<file path="src/design/pvd_defines.vh">
// Register map, field positions and reset values of the VCO divider control block.
`ifndef PVD_DEFINES_VH
`define PVD_DEFINES_VH

// Register indices; the APB byte address is four times the index.
`define PVD_IDX_CONTROL 12'h120
`define PVD_IDX_RATIOS 12'h121
`define PVD_IDX_MASKS 12'h122
`define PVD_IDX_STATUS 12'h123

// Byte addresses on APB.
`define PVD_ADDR_CONTROL 12'h480
`define PVD_ADDR_RATIOS 12'h484
`define PVD_ADDR_MASKS 12'h488
`define PVD_ADDR_STATUS 12'h48C

// Control register fields.
`define PVD_CTL_A_RESET 0
`define PVD_CTL_A_PDOWN 1
`define PVD_CTL_A_SYNC 2
`define PVD_CTL_B_RESET 4
`define PVD_CTL_B_PDOWN 5
`define PVD_CTL_B_SYNC 6

// Mask register fields.
`define PVD_MSK_A_FIRST 0
`define PVD_MSK_B_DIV1 5
`define PVD_MSK_B_DIV2 6

// Writable bits; reserved bits read zero.
`define PVD_CTL_WMASK 8'h77
`define PVD_RAT_WMASK 8'hFF
`define PVD_MSK_WMASK 8'h7F

// Reset values.
`define PVD_CTL_RESET 8'h20
`define PVD_RAT_RESET 8'h44
`define PVD_MSK_RESET 8'h00

// Valid ratio code range.
`define PVD_RATIO_MIN 4'h2
`define PVD_RATIO_MAX 4'hB

`endif

</file>
<file path="src/design/pvd_vco_divider_control.v">
// VCO post-divider control: APB registers, two dividers and downstream sync holds.
//
// Our own choice: the APB slave port.
`timescale 1ns/1ps
`default_nettype none
`include "pvd_defines.vh"

// What this block does
// [RULE1] Control bit 6 syncs dividers fed by B
// [RULE2] Control bit 2 syncs dividers fed by A
// [RULE3] Sync bit high holds dividers in reset
// [RULE4] Bits 4 and 0 reset dividers B, A
// [RULE5] Bits 5, 1 power down; B starts down
// [RULE6] Ratio upper nibble sets divider B, reset 4
// [RULE7] Ratio lower nibble sets divider A, reset 4
// [RULE8] Codes 2 to 11 divide; others power down
// [RULE9] Mask bits 0-4 ignore sync from A
// [RULE10] Mask bits 5-6 ignore sync from B
// [RULE11] Reserved bits read zero, ignore writes

module pvd_vco_divider_control (
    // APB clock and reset
    input wire pclk,
    input wire presetn,
    // APB request
    input wire psel,
    input wire penable,
    input wire pwrite,
    input wire [11:0] paddr,
    input wire [31:0] pwdata,
    // APB answer
    output reg [31:0] prdata,
    output reg pready,
    output reg pslverr,
    // Divided VCO clocks, bit 0 divider A, bit 1 divider B
    output wire [1:0] vco_div_out,
    // Sync holds for output dividers 0 to 3
    output reg [3:0] output_divider_hold,
    // Sync hold for the fixed-delay feedback divider
    output reg fixed_delay_feedback_divider_hold
);

    // Register storage and next values.
    reg [7:0] control_q;
    reg [7:0] control_d;
    reg [7:0] ratios_q;
    reg [7:0] ratios_d;
    reg [7:0] masks_q;
    reg [7:0] masks_d;

    // Bus decode and the next values of the registered answer.
    wire setup;
    wire access;
    wire wr_en;
    wire sel_control;
    wire sel_ratios;
    wire sel_masks;
    wire wr_control;
    wire wr_ratios;
    wire wr_masks;
    reg hit_d;
    reg [7:0] rdata_d;
    reg pready_d;
    reg pslverr_d;
    reg [31:0] prdata_d;

    // Decoded control fields, index 0 for divider A and index 1 for divider B.
    wire [1:0] div_reset;
    wire [1:0] div_pdown;
    wire [7:0] div_ratio;
    wire [1:0] div_active;
    wire [1:0] div_cnt_zero;
    wire [7:0] status_word;

    // Sync routing to the five downstream dividers; B feeds only output dividers 1 and 2.
    localparam [4:0] FED_BY_B = 5'h06;
    wire sync_a;
    wire sync_b;
    wire [4:0] ignore_a;
    wire [4:0] ignore_b;
    wire [4:0] hold_d;

    // Setup is refused while an answer stands, so one request is answered exactly once.
    assign setup = psel & ~penable & ~pready;
    assign access = psel & penable & pready;
    assign wr_en = access & pwrite;

    // Address matches for the write path.
    assign sel_control = (paddr == `PVD_ADDR_CONTROL);
    assign sel_ratios = (paddr == `PVD_ADDR_RATIOS);
    assign sel_masks = (paddr == `PVD_ADDR_MASKS);
    assign wr_control = wr_en & sel_control;
    assign wr_ratios = wr_en & sel_ratios;
    assign wr_masks = wr_en & sel_masks;

    // Field decode of the control and ratio registers.
    assign div_reset = {control_q[`PVD_CTL_B_RESET], control_q[`PVD_CTL_A_RESET]}; // [RULE4]
    assign div_pdown = {control_q[`PVD_CTL_B_PDOWN], control_q[`PVD_CTL_A_PDOWN]}; // [RULE5]
    assign div_ratio = ratios_q; // [RULE6] [RULE7]

    // Status: bit 0 A active, bit 1 B active, bits 2 and 3 counters at zero.
    assign status_word = {4'h0, div_cnt_zero, div_active};

    // Address decode for reads; reserved bits are never stored, so they read zero.
    always @*
    begin
        hit_d = 1'h1;
        rdata_d = 8'h00;
        case (paddr)
            `PVD_ADDR_CONTROL: rdata_d = control_q; // [RULE11]
            `PVD_ADDR_RATIOS: rdata_d = ratios_q;
            `PVD_ADDR_MASKS: rdata_d = masks_q; // [RULE11]
            `PVD_ADDR_STATUS: rdata_d = status_word;
            default: hit_d = 1'h0;
        endcase
    end

    // The answer is prepared in the setup cycle and shown in the access cycle.
    always @*
    begin
        pready_d = setup;
        pslverr_d = pslverr;
        prdata_d = prdata;
        if (setup)
        begin
            pslverr_d = ~hit_d;
            if (pwrite)
                prdata_d = 32'h00000000;
            else
                prdata_d = {24'h000000, rdata_d};
        end
        else if (access)
        begin
            pslverr_d = 1'h0;
            prdata_d = 32'h00000000;
        end
    end

    // No wait state on any transfer; a fixed latency keeps the bus side simple.
    always @(posedge pclk or negedge presetn)
    begin
        if (!presetn)
        begin
            pready <= 1'h0;
        end
        else
        begin
            pready <= pready_d;
        end
    end

    always @(posedge pclk or negedge presetn)
    begin
        if (!presetn)
        begin
            pslverr <= 1'h0;
        end
        else
        begin
            pslverr <= pslverr_d;
        end
    end

    // Read data is cleared after each access so a stale value is never shown.
    always @(posedge pclk or negedge presetn)
    begin
        if (!presetn)
        begin
            prdata <= 32'h00000000;
        end
        else
        begin
            prdata <= prdata_d;
        end
    end

    // Writes take effect only at the completing access edge; write masks drop reserved bits.
    always @*
    begin
        control_d = control_q;
        ratios_d = ratios_q;
        masks_d = masks_q;
        if (wr_control)
            control_d = pwdata[7:0] & `PVD_CTL_WMASK; // [RULE11]
        if (wr_ratios)
            ratios_d = pwdata[7:0] & `PVD_RAT_WMASK; // [RULE6] [RULE7]
        if (wr_masks)
            masks_d = pwdata[7:0] & `PVD_MSK_WMASK; // [RULE11]
    end

    always @(posedge pclk or negedge presetn)
    begin
        if (!presetn)
        begin
            control_q <= `PVD_CTL_RESET; // [RULE5]
        end
        else
        begin
            control_q <= control_d;
        end
    end

    always @(posedge pclk or negedge presetn)
    begin
        if (!presetn)
        begin
            ratios_q <= `PVD_RAT_RESET; // [RULE6] [RULE7]
        end
        else
        begin
            ratios_q <= ratios_d;
        end
    end

    always @(posedge pclk or negedge presetn)
    begin
        if (!presetn)
        begin
            masks_q <= `PVD_MSK_RESET;
        end
        else
        begin
            masks_q <= masks_d;
        end
    end

    // The two dividers run on pclk, which stands in for the VCO clock here.
    genvar g;
    generate
        for (g = 0; g < 2; g = g + 1)
        begin : gen_div
            wire [3:0] ratio;
            wire ratio_ok;
            wire wrap;
            reg [3:0] cnt_q;
            reg [3:0] cnt_d;
            reg out_q;
            reg out_d;

            assign ratio = div_ratio[4*g+3:4*g]; // [RULE6] [RULE7]
            // An out-of-range code powers the divider down like the power-down bit.
            assign ratio_ok = (ratio >= `PVD_RATIO_MIN)
                & (ratio <= `PVD_RATIO_MAX); // [RULE8]
            assign div_active[g] = ~div_pdown[g] & ~div_reset[g] // [RULE4] [RULE5]
                & ratio_ok; // [RULE8]
            assign wrap = (cnt_q >= ratio - 4'h1);
            assign div_cnt_zero[g] = (cnt_q == 4'h0);
            assign vco_div_out[g] = out_q;

            // Reset and power-down both park the counter so a restart is phase aligned.
            always @*
            begin
                cnt_d = 4'h0;
                out_d = 1'h0;
                if (div_active[g])
                begin
                    if (wrap)
                        cnt_d = 4'h0;
                    else
                        cnt_d = cnt_q + 4'h1;
                    // High for the first half of each period; odd ratios run short-high.
                    out_d = (cnt_q < {1'h0, ratio[3:1]});
                end
            end

            always @(posedge pclk or negedge presetn)
            begin
                if (!presetn)
                begin
                    cnt_q <= 4'h0;
                end
                else
                begin
                    cnt_q <= cnt_d;
                end
            end

            always @(posedge pclk or negedge presetn)
            begin
                if (!presetn)
                begin
                    out_q <= 1'h0;
                end
                else
                begin
                    out_q <= out_d;
                end
            end
        end
    endgenerate

    // Sync routing: A reaches every downstream divider, B only output dividers 1 and 2.
    assign sync_a = control_q[`PVD_CTL_A_SYNC]; // [RULE2]
    assign sync_b = control_q[`PVD_CTL_B_SYNC]; // [RULE1]
    assign ignore_a = masks_q[4:0]; // [RULE9]
    assign ignore_b = {2'h0, masks_q[`PVD_MSK_B_DIV2], masks_q[`PVD_MSK_B_DIV1], 1'h0}; // [RULE10]

    genvar h;
    generate
        for (h = 0; h < 5; h = h + 1)
        begin : gen_hold
            wire from_a;
            wire from_b;

            assign from_a = sync_a & ~ignore_a[h]; // [RULE2] [RULE9]
            assign from_b = sync_b & FED_BY_B[h] & ~ignore_b[h]; // [RULE1] [RULE10]
            // Either unmasked sync holds the divider; the hold is a level, not a pulse.
            assign hold_d[h] = from_a | from_b; // [RULE3]
        end
    endgenerate

    // The holds cost one cycle of latency so that each output comes from a flip-flop.
    always @(posedge pclk or negedge presetn)
    begin
        if (!presetn)
        begin
            output_divider_hold <= 4'h0;
        end
        else
        begin
            output_divider_hold <= hold_d[3:0]; // [RULE3]
        end
    end

    always @(posedge pclk or negedge presetn)
    begin
        if (!presetn)
        begin
            fixed_delay_feedback_divider_hold <= 1'h0;
        end
        else
        begin
            fixed_delay_feedback_divider_hold <= hold_d[4]; // [RULE9]
        end
    end

endmodule
`default_nettype wire

</file>
<file path="config.mk">
export PLATFORM = sky130hd
export DESIGN_NAME = pvd_vco_divider_control
export DESIGN_NICKNAME = d
export VERILOG_FILES = /design/src/design/pvd_vco_divider_control.v
export VERILOG_INCLUDE_DIRS = /design/src /design/src/design
export SDC_FILE = /design/constraint.sdc
export NUM_CORES = 1
export LEC_CHECK = 0
export BUFFER_PORTS_ARGS = -buffer_cell sky130_fd_sc_hd__buf_2
export CAP_MARGIN = 20
export CELL_PAD_IN_SITES_DETAIL_PLACEMENT = 2
export CELL_PAD_IN_SITES_GLOBAL_PLACEMENT = 2
export CORE_UTILIZATION = 28
export DETAILED_ROUTE_END_ITERATION = 16
export PLACE_DENSITY_LB_ADDON = 0.25
export SYNTH_ARGS = -nofsm -noshare
export SYNTH_HDL_FRONTEND = slang
export SYNTH_SLANG_ARGS = --single-unit
export TNS_END_PERCENT = 100
</file>
<file path="constraint.sdc">
create_clock -name pclk -period 1.82 [get_ports pclk]
set_input_delay 0.364 -clock pclk [delete_from_list [all_inputs] [get_ports pclk]]
set_output_delay 0.364 -clock pclk [all_outputs]
set_load 0.05 [all_outputs]
</file>
==> Implementation_results.wiki <==
{| class="wikitable"
! Metric !! Value
|-
| Sequential group share of total power || 50.5%
|-
| Detailed Routing Iterations Pass 1 || 3
|-
| Standby leakage power || 1.68 nW
|-
| Number of cells in the finished layout apart from fillers || 431
|-
| Final worst path period share || 101%
|-
| Worst skew pair latency || 0.30 ns
|-
| FF-to-FF End || prdata[1]
|-
| Die span in x || 99.6 um
|-
| I/O pin cnt || 90
|-
| Slew margin rel. || 55.0%
|-
| Complex-gate fraction of the synthesized area || 7.04%
|-
| Placed Instances || 419
|-
| Global route total overflow || 0
|-
| Biggest area contributors in the synthesized netlist || sky130_fd_sc_hd__dfrtp_1, sky130_fd_sc_hd__ha_1, sky130_fd_sc_hd__mux2_4
|-
| Gate Count Post-Synth || 232
|-
| Gp weighted congestion || 0.703
|-
| Cell chosen for the clock root || sky130_fd_sc_hd__clkbuf_8
|-
| Clock power frac || 37.7%
|-
| Number of maximum-capacitance constraint violations || 0
|-
| Post-Synthesis Mean Instance Area || 11.5 sq um
|-
| Number of max-slew violations in the final report || 0
|-
| Power consumption || 2.04 mW
|-
| Initial DRC Count || 43
|-
| Required time at the worst-slack endpoint || 2.01 ns
|-
| Wirelength per Cell || 15.7 um
|-
| Largest net degree at the start of global routing || 29
|-
| Simple-gate share of the synthesized area || 11.8%
|-
| Combined area of all synthesized cells || 2670 sq um
|-
| Core utilization of the finished layout || 36.1%
|-
| Die Outline Area || 9920 sq um
|-
| Slack of the worst reg-to-reg path || -0.01 ns
|-
| Number of cell rows || 35
|-
| Worst Hold Class || input pin to asynchronous set/reset pin
|-
| Relative area change from synthesis to final layout || 25.0%
|-
| Maximum fanout along the worst path || 6
|-
| Count of inserted antenna diode cells || 0
|-
| Vias in the first global route || 2147
|-
| Synth warn || 0
|-
| Final-report hold violation count || 0
|-
| Most used flip-flop cell after synthesis || sky130_fd_sc_hd__dfrtp_1
|-
| First-pass GRT wire length || 11100 um
|-
| GRT Total Usage || 14.7%
|-
| Number of buffers on the longest clock path || 2
|-
| Element type at the critical path end || register
|-
| Setup repair after global routing missed its margin || true
|-
| Count of nets left with antenna violations after detail routing || 0
|-
| Height of the chip || 99.6 um
|-
| Post-synth EDFFs || 0
|-
| Dominant combinational cell family by area after synthesis || multiplexers
|-
| Total of buffers placed on input and output ports || 41
|-
| Status || finished with violations
|-
| Final number of setup-violating endpoints || 2
|-
| Final routed wirelength across all metal layers || 6760 um
|-
| Share of power burned in combinational logic || 11.8%
|-
| Routed vias/inst || 4.42
|-
| Flip-flop and latch count after synthesis || 46
|-
| Drt drc || 0
|-
| CP startpoint kind || register
|-
| Final critical path time including I/O delays and setup || 1.83 ns
|-
| Arrival time reported for the critical path endpoint || 2.02 ns
|-
| Top post-synthesis cells by count || sky130_fd_sc_hd__dfrtp_1, sky130_fd_sc_hd__buf_4, sky130_fd_sc_hd__ha_1, sky130_fd_sc_hd__inv_1, sky130_fd_sc_hd__nor2_1
|-
| Worst clock skew || 0.00163 ns
|-
| Max IR drop VDD || 0.234 mV
|-
| Layout filler cell count || 987
|-
| Dominant cell type by area after synthesis || sky130_fd_sc_hd__dfrtp_1
|-
| Proportion of netlist area held by the largest area contributor || 40.3%
|-
| Unique masters post-synth || 43
|-
| Share of layout cells above drive strength 1 || 41.4%
|-
| Fraction of synthesized area in multiplexers || 14.6%
|-
| Post-synth ARST share || 100%
|-
| Final-layout worst hold slack || 0.0284 ns
|-
| Number of buffers created by CTS || 5
|-
| Initial antenna violation count || 0
|-
| Switch share || 27.0%
|-
| Sequential fraction of the synthesis area || 43.3%
|-
| Net switching power of the design || 0.551 mW
|-
| Worst setup path category || register to register
|-
| Floorplan core area || 9240 sq um
|-
| Number of cells on the worst reg-to-reg path || 6
|-
| Post-synthesis share of cell area spent on xor and xnor gates || 2.63%
|-
| Cell with the most instances after synthesis || sky130_fd_sc_hd__dfrtp_1
|-
| TritonCTS clock tree || built
|-
| Via count || 1907
|-
| DP HPWL || 5150 um
|-
| Post-synthesis adder-cell area fraction || 9.38%
|-
| FF-to-FF Start || div_ratio[5]
|-
| Areal power density over the cells || 611 nW/um^2
|-
| Violations in the final reports || negative setup slack
|-
| Capture point of the worst path || prdata[1]
|-
| Internal power || 1.49 mW
|-
| Peak clock frequency supported by timing || 546 MHz
|-
| Total number of H-tree levels || 2
|-
| Final-stage net count || 370
|-
| Critical path startpoint || div_ratio[5]
|-
| Final setup slack of the worst path || -0.0112 ns
|-
| Setup TNS || -0.0113 ns
|-
| Actual transition at the worst max-transition pin || 0.670 ns
|-
| Starting Density || 28.9%
|-
| Clock sinks || 46
|-
| Clock Pin Slew Worst Setup and Hold Paths || 0.09 ns
|}
==> power by group through the flow <==
stage / logic [mW] / clock network, mW / registers (mW)
after floorplan: 0.180 / 0 / 1.07
after global placement: 0.239 / 0 / 1.05
after detailed placement: 0.242 / 0 / 1.05
after CTS: 0.242 / 0.798 / 1.03
after global routing: 0.257 / 0.833 / 1.03
final: 0.240 / 0.767 / 1.03
==> worst max-delay path, cell delays in order, from the launching register on <==
cell and delay, ns:
sky130_fd_sc_hd__dfrtp_1 0.43, sky130_fd_sc_hd__buf_6 0.16, sky130_fd_sc_hd__buf_4 0.14, sky130_fd_sc_hd__nor4_4 0.21
sky130_fd_sc_hd__a2111oi_2 0.08, sky130_fd_sc_hd__mux4_2 0.49, sky130_fd_sc_hd__a22o_1 0.21
==> per-stage QoR <==
stage | cell area (sq um) | setup slack, ns
floorplan | 2760 | -0.0261
global placement | 3080 | -0.236
detailed placement | 3080 | -0.292
CTS | 3240 | -0.0270
global route | 3340 | -0.107
finish | 3340 | -0.0112
==> sequential cells by signal, summed over array words and instances, names as in the netlist <==
name and cells:
control_q 6, div_ratio 8, fixed_delay_feedback_divider_hold 1, gen_div.cnt_q 8, gen_div.out_q 2, masks_q 7, output_divider_hold 4, prdata 8
pready 1, pslverr 1
==> cell usage in the layout (no fill, tap or decap), types with 3 or more instances in the layout <==
cell and count:
sky130_fd_sc_hd__mux2i_1 3, sky130_fd_sc_hd__buf_2 41, sky130_fd_sc_hd__ha_1 18, sky130_fd_sc_hd__buf_4 26, sky130_fd_sc_hd__nor4_4 4, sky130_fd_sc_hd__nand2_1 8, sky130_fd_sc_hd__mux2_4 15, sky130_fd_sc_hd__dfrtp_1 42
sky130_fd_sc_hd__nor2_1 17, sky130_fd_sc_hd__clkbuf_8 5, sky130_fd_sc_hd__mux4_2 3, sky130_fd_sc_hd__a21oi_1 3, sky130_fd_sc_hd__xnor2_1 5, sky130_fd_sc_hd__conb_1 24, sky130_fd_sc_hd__dfstp_2 3, sky130_fd_sc_hd__a22o_1 3
sky130_fd_sc_hd__mux2_2 6, sky130_fd_sc_hd__nand3_1 3, sky130_fd_sc_hd__o21ai_0 9, sky130_fd_sc_hd__inv_1 18
==> worst min-delay path by stage <==
stage / to / slack, ns
detailed placement: prdata[7] / 0.36
CTS: gen_div[1].cnt_q[2] / 0.03
global placement: prdata[7] / 0.36
global route: prdata[7] / 0.05
finish: prdata[7] / 0.03
floorplan: control_q[0] / 0.07
==> cell type report <==
class	instances	area (sq um)	area share [%]
clock buffers	7	76.3	2.29
clock inverters	1	30.0	0.900
well taps	129	161	4.84
repair buffers	69	423	12.7
flip-flops and latches	46	1160	34.7
multi-input cells	159	1410	42.3
inverters	20	77.6	2.33
==> metal layers <==
metal	track usage, %	vias to the layer above	routed length (um)
li1	-	892	-
met5	0	-	0
met3	2.53	8	291
met1	19.1	946	3220
met2	24.8	61	3140
met4	4.52	0	100
==> cells by family after synthesis <==
logic type | count (synthesis)
compound gates | 29
xor+xnor | 8
fa+ha+maj | 20
buf+inv | 50
flops | 46
mux | 27
other cells | 1
simple gates | 51
==> timing repair <==
action / in CTS / in global routing
buffers inserted: 2 / 3
setup endpoints to repair: 10 / 13
gates resized for setup: 11 / 15
hold buffers: 0 / 0
pin swaps: 5 / 7
Note: power is estimated with default switching activity, not from simulation.
